===== src/rtl/flash_led_params.svh =====
`ifndef FLASH_LED_PARAMS_SVH
`define FLASH_LED_PARAMS_SVH
// ==========================================================
// Register map
`define REG_CAL_CFG_ADDR 8'h05
`define REG_THERM_VOUT_ADDR 8'h06
`define CAL_CFG_RESET 8'h6a
`define THERM_VOUT_RESET 8'h09
// ==========================================================
// Field positions
`define BIT_CAL 7
`define BIT_PSM 6
`define BIT_DIR 5
`define BIT_GPIO 4
`define BIT_TYPE 3
`define BIT_TMON 7
`define BIT_HOT 6
`define BIT_WARN 5
`define BIT_HDR 4
`define OV_MSB 3
// ==========================================================
// Analog figures, in mV, for reference by users of the codes
`define HOT_THRESH_MV 345
`define WARN_THRESH_MV 1050
`define OV_BASE_MV 3825
`define OV_STEP_MV 125
// ==========================================================
// Timing
`define CLK_PERIOD_NS 25
`define CAL_SETTLE_NS 10000
`define CAL_SETTLE_CYC ((`CAL_SETTLE_NS + `CLK_PERIOD_NS - 1) / `CLK_PERIOD_NS)
`define CAL_CODE_MAX 4'hf
`endif


===== src/rtl/flash_led_pkg.sv =====
`default_nettype none
package flash_led_pkg;
  // Register request from the serial slave
  typedef struct packed {
    logic wr;
    logic rd;
    logic [7:0] addr;
    logic [7:0] data;
  } reg_req_t;
  // Same bit order as the calibration/config register
  typedef struct packed {
    logic cal_en;
    logic psm;
    logic dir;
    logic gpio_val;
    logic pin_type;
    logic [2:0] led_en;
  } cal_cfg_t;
  typedef enum logic [2:0] {I2C_IDLE, I2C_RX, I2C_ACK, I2C_TX, I2C_TXACK} i2c_state_t;
  typedef enum logic [1:0] {CAL_IDLE, CAL_SETTLE, CAL_CHECK} cal_state_t;
endpackage : flash_led_pkg
`default_nettype wire


===== src/rtl/i2c_reg_slave.sv =====
`default_nettype none
module i2c_reg_slave #(
  parameter logic [6:0] DEV_ADDR = 7'h5a // Arbitrary value
) (
  input wire logic clk_in,
  input wire logic sys_rst_in,
  input wire logic scl_in,
  input wire logic sda_in,
  input wire logic [7:0] rd_data_in,
  output flash_led_pkg::reg_req_t req_out,
  output logic sda_oe_out
);
  import flash_led_pkg::*;

  logic scl_q_r;
  logic sda_q_r;
  i2c_state_t st_r;
  logic [1:0] phase_r;
  logic rw_r;
  logic [3:0] cnt_r;
  logic [7:0] sh_r;
  logic [7:0] ptr_r;
  logic [7:0] tx_r;

  // ==========================================================
  // Bus conditions
  wire scl_rise = scl_in & ~scl_q_r;
  wire scl_fall = ~scl_in & scl_q_r;
  wire start_det = scl_in & scl_q_r & sda_q_r & ~sda_in;
  wire stop_det = scl_in & scl_q_r & ~sda_q_r & sda_in;
  wire addr_hit = sh_r[7:1] == DEV_ADDR;
  wire byte_done = cnt_r == 4'h8;

  // ==========================================================
  // Transfer engine: device address, sub-address, data bytes
  always_ff @(posedge clk_in or posedge sys_rst_in) begin
    if (sys_rst_in) begin
      scl_q_r <= 1'b1;
      sda_q_r <= 1'b1;
      st_r <= I2C_IDLE;
      phase_r <= 2'h0;
      rw_r <= 1'b0;
      cnt_r <= 4'h0;
      sh_r <= 8'h00;
      ptr_r <= 8'h00;
      tx_r <= 8'h00;
      req_out <= '0;
      sda_oe_out <= 1'b0;
    end else begin
      scl_q_r <= scl_in;
      sda_q_r <= sda_in;
      // Address follows the pointer so read data is ready before the load
      req_out.wr <= 1'b0;
      req_out.rd <= 1'b0;
      req_out.addr <= ptr_r;
      if (start_det) begin
        st_r <= I2C_RX;
        phase_r <= 2'h0;
        cnt_r <= 4'h0;
        sda_oe_out <= 1'b0;
      end else if (stop_det) begin
        st_r <= I2C_IDLE;
        sda_oe_out <= 1'b0;
      end else if (scl_rise) begin
        cnt_r <= cnt_r + 4'h1;
        if (st_r == I2C_RX) begin
          sh_r <= {sh_r[6:0], sda_in};
        end
        if (st_r == I2C_TXACK && sda_in) begin
          st_r <= I2C_IDLE;
        end
      end else if (scl_fall) begin
        unique case (st_r)
          I2C_RX: begin
            if (byte_done && phase_r == 2'h0 && !addr_hit) begin
              st_r <= I2C_IDLE;
            end else if (byte_done) begin
              st_r <= I2C_ACK;
              sda_oe_out <= 1'b1;
              cnt_r <= 4'h0;
              if (phase_r == 2'h0) begin
                rw_r <= sh_r[0];
              end
              if (phase_r == 2'h1) begin
                ptr_r <= sh_r;
              end
              if (phase_r == 2'h2) begin
                req_out.wr <= 1'b1;
                req_out.addr <= ptr_r;
                req_out.data <= sh_r;
                ptr_r <= ptr_r + 8'h01;
              end
            end
          end
          I2C_ACK: begin
            if (phase_r == 2'h0 && rw_r) begin
              st_r <= I2C_TX;
              cnt_r <= 4'h0;
              tx_r <= rd_data_in;
              sda_oe_out <= ~rd_data_in[7];
              req_out.rd <= 1'b1;
              req_out.addr <= ptr_r;
            end else begin
              st_r <= I2C_RX;
              sda_oe_out <= 1'b0;
              cnt_r <= 4'h0;
              if (phase_r != 2'h2) begin
                phase_r <= phase_r + 2'h1;
              end
            end
          end
          I2C_TX: begin
            if (byte_done) begin
              st_r <= I2C_TXACK;
              sda_oe_out <= 1'b0;
              ptr_r <= ptr_r + 8'h01;
            end else begin
              tx_r <= {tx_r[6:0], 1'b0};
              sda_oe_out <= ~tx_r[6];
            end
          end
          I2C_TXACK: begin
            st_r <= I2C_TX;
            cnt_r <= 4'h0;
            tx_r <= rd_data_in;
            sda_oe_out <= ~rd_data_in[7];
            req_out.rd <= 1'b1;
            req_out.addr <= ptr_r;
          end
          I2C_IDLE: begin
          end
          default: begin
            st_r <= I2C_IDLE;
          end
        endcase
      end
    end
  end
endmodule : i2c_reg_slave
`default_nettype wire


===== src/rtl/flash_led_config_status_regs.sv =====
`include "flash_led_params.svh"
`default_nettype none
module flash_led_config_status_regs #(
  parameter logic [6:0] DEV_ADDR = 7'h5a // Arbitrary value
) (
  input wire logic clk_in,
  input wire logic sys_rst_in,
  input wire logic scl_in,
  input wire logic sda_in,
  output logic sda_out,
  output logic sda_oe_out,
  input wire logic second_strobe_input_in,
  input wire logic gpio_in,
  output logic gpio_out,
  output logic gpio_oe_out,
  input wire logic temp_hot_cmp_in,
  input wire logic temp_warn_cmp_in,
  input wire logic cal_compare_in,
  input wire logic headroom_ok_in,
  input wire logic flash_end_in,
  output logic power_save_enable_out,
  output logic channel_one_enable_out,
  output logic channel_two_enable_out,
  output logic channel_three_enable_out,
  output logic temp_monitor_enable_out,
  output logic excess_temp_flag_out,
  output logic cal_active_out,
  output logic [3:0] output_voltage_code_out
);
  import flash_led_pkg::*;

  localparam int NSYNC = 8;
  localparam logic [NSYNC-1:0] SYNC_RST = 8'h03; // Serial lines idle high
  localparam logic [7:0] CFG_RST = `CAL_CFG_RESET;
  localparam logic [7:0] THERM_RST = `THERM_VOUT_RESET;
  localparam logic [8:0] SETTLE_LAST = 9'(`CAL_SETTLE_CYC - 1);

  // ==========================================================
  // Input synchronisers
  logic [NSYNC-1:0] raw_in;
  logic [NSYNC-1:0] meta_r;
  logic [NSYNC-1:0] sync_r;
  assign raw_in = {headroom_ok_in, cal_compare_in, temp_warn_cmp_in, temp_hot_cmp_in,
                   gpio_in, second_strobe_input_in, sda_in, scl_in};
  generate
    for (genvar g = 0; g < NSYNC; g++) begin : g_sync
      always_ff @(posedge clk_in or posedge sys_rst_in) begin
        if (sys_rst_in) begin
          meta_r[g] <= SYNC_RST[g];
          sync_r[g] <= SYNC_RST[g];
        end else begin
          meta_r[g] <= raw_in[g];
          sync_r[g] <= meta_r[g];
        end
      end
    end
  endgenerate
  wire scl_s = sync_r[0];
  wire sda_s = sync_r[1];
  wire strobe_s = sync_r[2];
  wire gpio_s = sync_r[3];
  wire hot_s = sync_r[4];
  wire warn_s = sync_r[5];
  wire cal_cmp_s = sync_r[6];
  wire hdr_ok_s = sync_r[7];

  // ==========================================================
  // Serial slave
  reg_req_t req;
  logic [7:0] rd_data;
  i2c_reg_slave #(.DEV_ADDR(DEV_ADDR)) u_slave (
    .clk_in(clk_in),
    .sys_rst_in(sys_rst_in),
    .scl_in(scl_s),
    .sda_in(sda_s),
    .rd_data_in(rd_data),
    .req_out(req),
    .sda_oe_out(sda_oe_out)
  );
  assign sda_out = 1'b0;

  // ==========================================================
  // Register state
  cal_cfg_t cfg_r;
  cal_cfg_t cfg_nxt;
  logic tmon_r;
  logic hot_r;
  logic hot_nxt;
  logic warn_r;
  logic warn_nxt;
  logic hdr_r;
  logic hdr_nxt;
  logic [3:0] ov_target_r;
  logic [3:0] cal_result_r;
  logic cal_done_r;
  logic [3:0] cal_code_r;
  logic [8:0] cal_cnt_r;
  cal_state_t cal_st_r;

  // ==========================================================
  // Decode
  wire wr_cfg = req.wr && req.addr == `REG_CAL_CFG_ADDR;
  wire wr_therm = req.wr && req.addr == `REG_THERM_VOUT_ADDR;
  wire rd_therm = req.rd && req.addr == `REG_THERM_VOUT_ADDR;
  wire cal_start = wr_cfg && req.data[`BIT_CAL];
  wire cal_abort = wr_cfg && !req.data[`BIT_CAL];
  wire hot_clear = wr_therm && !req.data[`BIT_HOT];
  wire hot_set = tmon_r && hot_s;
  wire warn_set = tmon_r && warn_s;

  // ==========================================================
  // Next values; hardware set wins over clear
  always_comb begin
    cfg_nxt = cfg_r;
    if (wr_cfg) begin
      cfg_nxt = cal_cfg_t'(req.data);
    end else if (!cfg_r.dir) begin
      cfg_nxt.gpio_val = gpio_s;
    end
  end
  assign hot_nxt = hot_set | (hot_r & ~hot_clear);
  assign warn_nxt = warn_set | (warn_r & ~rd_therm);
  assign hdr_nxt = flash_end_in ? hdr_ok_s : hdr_r;

  always_ff @(posedge clk_in or posedge sys_rst_in) begin
    if (sys_rst_in) begin
      cfg_r <= cal_cfg_t'(CFG_RST);
      tmon_r <= THERM_RST[`BIT_TMON];
      hot_r <= THERM_RST[`BIT_HOT];
      warn_r <= THERM_RST[`BIT_WARN];
      hdr_r <= THERM_RST[`BIT_HDR];
      ov_target_r <= THERM_RST[`OV_MSB:0];
    end else begin
      cfg_r <= cfg_nxt;
      hot_r <= hot_nxt;
      warn_r <= warn_nxt;
      hdr_r <= hdr_nxt;
      if (wr_therm) begin
        tmon_r <= req.data[`BIT_TMON];
        ov_target_r <= req.data[`OV_MSB:0];
      end
    end
  end

  // ==========================================================
  // Self-calibration: step the code until the comparator trips
  always_ff @(posedge clk_in or posedge sys_rst_in) begin
    if (sys_rst_in) begin
      cal_st_r <= CAL_IDLE;
      cal_done_r <= 1'b0;
      cal_code_r <= 4'h0;
      cal_cnt_r <= 9'h000;
      cal_result_r <= THERM_RST[`OV_MSB:0];
    end else if (cal_start) begin
      cal_st_r <= CAL_SETTLE;
      cal_done_r <= 1'b0;
      cal_code_r <= 4'h0;
      cal_cnt_r <= 9'h000;
    end else if (cal_abort) begin
      cal_st_r <= CAL_IDLE;
    end else begin
      unique case (cal_st_r)
        CAL_IDLE: begin
        end
        CAL_SETTLE: begin
          cal_cnt_r <= cal_cnt_r + 9'h001;
          if (cal_cnt_r == SETTLE_LAST) begin
            cal_st_r <= CAL_CHECK;
          end
        end
        CAL_CHECK: begin
          cal_cnt_r <= 9'h000;
          if (cal_cmp_s || cal_code_r == `CAL_CODE_MAX) begin
            cal_st_r <= CAL_IDLE;
            cal_done_r <= 1'b1;
            cal_result_r <= cal_code_r;
          end else begin
            cal_st_r <= CAL_SETTLE;
            cal_code_r <= cal_code_r + 4'h1;
          end
        end
        default: begin
          cal_st_r <= CAL_IDLE;
        end
      endcase
    end
  end

  // ==========================================================
  // Read data and outputs
  wire [7:0] rd_cfg = {cal_done_r, cfg_r.psm, strobe_s, cfg_r.gpio_val,
                       cfg_r.pin_type, cfg_r.led_en};
  wire [7:0] rd_tv = {tmon_r, hot_r, warn_r, hdr_r, cal_result_r};
  wire sel_cfg = req.addr == `REG_CAL_CFG_ADDR;
  wire sel_tv = req.addr == `REG_THERM_VOUT_ADDR;
  assign rd_data = sel_cfg ? rd_cfg : (sel_tv ? rd_tv : 8'h00);
  assign cal_active_out = cal_st_r != CAL_IDLE;
  assign power_save_enable_out = cfg_r.psm;
  assign channel_three_enable_out = cfg_r.led_en[2];
  assign channel_two_enable_out = cfg_r.led_en[1];
  assign channel_one_enable_out = cfg_r.led_en[0];
  assign gpio_out = cfg_r.pin_type ? 1'b0 : cfg_r.gpio_val;
  assign gpio_oe_out = cfg_r.dir & (~cfg_r.pin_type | ~cfg_r.gpio_val);
  assign temp_monitor_enable_out = tmon_r;
  assign excess_temp_flag_out = hot_r;
  assign output_voltage_code_out = cal_active_out ? cal_code_r : ov_target_r;
endmodule : flash_led_config_status_regs
`default_nettype wire


===== config.mk =====
export PLATFORM = sky130hd
export DESIGN_NAME = flash_led_config_status_regs
export DESIGN_NICKNAME = d
export VERILOG_FILES = /design/src/rtl/flash_led_pkg.sv /design/src/rtl/i2c_reg_slave.sv /design/src/rtl/flash_led_config_status_regs.sv
export VERILOG_INCLUDE_DIRS = /design/src /design/src/rtl
export SDC_FILE = /design/constraint.sdc
export NUM_CORES = 1
export LEC_CHECK = 0
export BUFFER_PORTS_ARGS = -buffer_cell sky130_fd_sc_hd__buf_2
export CAP_MARGIN = 30
export CORE_ASPECT_RATIO = 2
export CORE_UTILIZATION = 55
export CTS_CLUSTER_DIAMETER = 100
export DETAILED_ROUTE_END_ITERATION = 8
export PLACE_DENSITY = 0.86
export SLEW_MARGIN = 30
export SYNTH_ARGS = -nofsm -noshare
export SYNTH_HDL_FRONTEND = slang
export SYNTH_SLANG_ARGS = --single-unit

===== constraint.sdc =====
create_clock -name clk_in -period 2.8 [get_ports clk_in]
set_clock_uncertainty 0.2 [all_clocks]
set_input_delay 0.14 -clock clk_in [delete_from_list [all_inputs] [get_ports clk_in]]
set_output_delay 0.14 -clock clk_in [all_outputs]
set_load 0.1 [all_outputs]

==> out/metrics.cfg <==
[floorplanning]
core_um2 = 8950
die_h_um = 138
design.die.area_um2 = 9600
start_util = 0.565
rows = 49
die_w_um = 69.8
ioPinCount = 26

[cts]
worstSkewPairLatency_ps = 350
clk_pin_slew_ps = 70
h-tree-depth = 3
root_buffer = clkbuf_16
cts_tree = done
cts_buffers = 9
cts_buffer_depth = 2
cts_sinks = 105
postCtsSetupBuffers = 0

[synthesis]
synth_top_family_by_area = simple AND/OR/NAND/NOR gates
synthFlopType = dfrtp_1
synthXorXnorAreaFrac = 0.00347
ys_types = 72
synth_common_cells = dfrtp_1, nand2_1, o21ai_0
synth_compound_area_frac = 0.152
synthTopCellsByArea = dfrtp_1, dfstp_2, mux2_2
synth_top_area_share = 0.451
yosysMostFrequentCell = dfrtp_1
synth_top_area_cell = dfrtp_1
yosys_warnings = 0
synth_fp_nets = 503
synth_cells = 481
yosysSeqAreaShare = 0.523
synth-async-reset-ratio = 1.00
synthMuxAreaShare = 0.0805
syn_avg_cell_area_um2 = 10.5
synth_edf_count = 0
ys_ff_latch = 105
synthSimpleGateAreaFrac = 0.175
syn_area_um2 = 5050
synth-adder-area-share = 0.0272

[critical_path]
crit_required_ps = 2460
end_kind = primary output
worstRegToRegCells = 6
crit_type = flip-flop to primary output
critPathTopFamily = flip-flops
ff2ff_setup_slack_ps = 400
worstSetupPathDepth = 3
cpPeakStageDelay_ps = 810
crit_path_max_fanout = 23
cp_num_buf_inv = 1
start_kind = flip-flop
path_cells = nor2_1 -> mux2_2 -> buf_2
worst_ep_arrival_time_ps = 2110
cpMaxStageDelayCell = dfrtp_1

[routing]
vias_per_cell = 6.24
route.detailed.drc = 0
ant_nets = 0
drt_iter0_markers = 424
wl_per_cell_um = 17.7
wl_mm = 10.9
first_pass_iters = 4
vias = 3832

[layout]
area_growth_pct = 11.6
fin_cells = 614
final_nets = 529
diodes = 0
drive_gt1_frac = 0.211

[placed_design]
portBuffers = 24
dp_cells = 588
post-dp-hpwl_mm = 7.63
gp_congestion = 0.882

[sta]
finalCritPeriodShare = 0.874
maxSlewViolCount = 0
setup_viol = 0
final.setup.tns_ps = 0
fmax_mhz = 409
slew_headroom = 0.517
fin_crit_ps = 2450
hold_viol_final = 0
tightest_slew_ps = 724
grt_setup_unrepaired = no

[power]
p_total_mw = 3.68
cellLeakagePower_nw = 2.59
vdd_drop_max_mv = 0.480
powerDensity_nw_per_um2 = 653

[worst_hold_path]
hold_path_depth = 0
hold_path_class = flip-flop to flip-flop

[global_routing]
grt_max_degree = 106
overflow = 0
antenna_found_initial = 0
grt_pass1_wl_mm = 18.7
grt_usage = 0.246
grt_pass1_vias = 3889

[outcome]
run_status = finished clean

[job]
max-cap-violations = 0

==> stage by stage <==
| step | utilization | setup WS [ps] | hold WS (ps) | instance area (µm²) |
|---|---|---|---|---|
| after floorplan | - | 465 | -55.5 | 5060 |
| after global placement | 0.586 | 502 | 47.2 | 5240 |
| after detailed placement | 0.586 | 419 | 46.5 | 5240 |
| after CTS | 0.630 | 351 | 148 | 5640 |
| after global routing | 0.630 | 260 | 157 | 5640 |
| final | 0.630 | 353 | 141 | 5640 |
==> worst reg2reg max path, cell delays in order, from the launching register on <==
cell and delay (ps):
dfstp_2 550, inv_1 60, ha_1 190, a211oi_1 240, buf_4 180, and4b_1 460
mux2_2 400
==> final cells by class <==
| type | instances | area (µm²) |
|---|---|---|
| multi-input combinational | 336 | 2220 |
| clock inverter | 6 | 65.1 |
| timing repair buffer | 44 | 308 |
| inverter | 11 | 45.0 |
| clock buffer | 10 | 229 |
| fill | 653 | 3310 |
| tap | 102 | 128 |
| sequential | 105 | 2650 |
==> state kept, by name, summed over array words and instances, names as in the netlist, 2 cells and up <==
register,cells
cal_result_r,4
u_slave.req_out,18
u_slave.tx_r,7
ov_target_r,4
u_slave.sh_r,8
meta_r,8
u_slave.phase_r,2
u_slave.ptr_r,8
cal_code_r,4
cal_cnt_r,9
u_slave.st_r,3
u_slave.cnt_r,4
cal_st_r,2
cfg_r,3
==> repair_timing <==
item                                    in CTS  in global routing
hold buffers                                10                  0
gates resized for setup                      0                  0
endpoints found under the setup margin       0                  0
hold endpoints to repair                   100                  0
==> layout by cell type (no fill, tap or decap), types with 6 or more instances in the layout <==
cell | Yosys | final
a21oi_1 | 19 | 19
buf_2 | 7 | 24
a32oi_1 | 7 | 7
nand2b_1 | 6 | 6
buf_4 | 2 | 9
a22oi_1 | 8 | 8
nor2_1 | 13 | 13
nor3_1 | 10 | 10
nand4_1 | 8 | 8
dlygate4sd3_1 | 0 | 10
nand3_1 | 13 | 13
o21ai_0 | 33 | 33
clkbuf_16 | 0 | 9
a22o_1 | 6 | 6
dfstp_2 | 14 | 14
dfrtp_1 | 91 | 91
inv_1 | 10 | 9
nand2_1 | 79 | 79
nor2b_1 | 6 | 6
a21o_1 | 8 | 8
mux2_2 | 29 | 29
ha_1 | 11 | 11
==> kinds of logic after synthesis <==
logic type	after synthesis
muxes	35
adders and majority gates	11
other	1
xor gates and xnor gates	2
buffers and inverters	40
AOI/OAI and AO/OA	116
DFF	105
and+or+nand+nor	171
==> metal layers <==
metal	global-route usage	routed length, µm
met1	0.269	4040
met2	0.443	6010
met3	0.0402	309
met4	0.143	505
met5	0	0
==> power by group <==
| part | total [mW] | switching (mW) | internal, mW |
|---|---|---|---|
| combinational | 0.665 | 0.410 | 0.255 |
| sequential | 1.76 | 0.143 | 1.62 |
| clock | 1.25 | 0.556 | 0.697 |
==> path summary, 6_finish.rpt <==
kind / from / end
worst max-delay path: cal_st_r[0] / output_voltage_code_out[1]
worst min-delay path: meta_r[2] / strobe_s
worst max register to register: u_slave.scl_q_r / u_slave.req_out[3]
worst min register to register: meta_r[2] / strobe_s
max in group asynchronous: sys_rst_in / ov_target_r[0]
min in group asynchronous: sys_rst_in / meta_r[3]
Note: power is estimated with default switching activity, not from simulation.
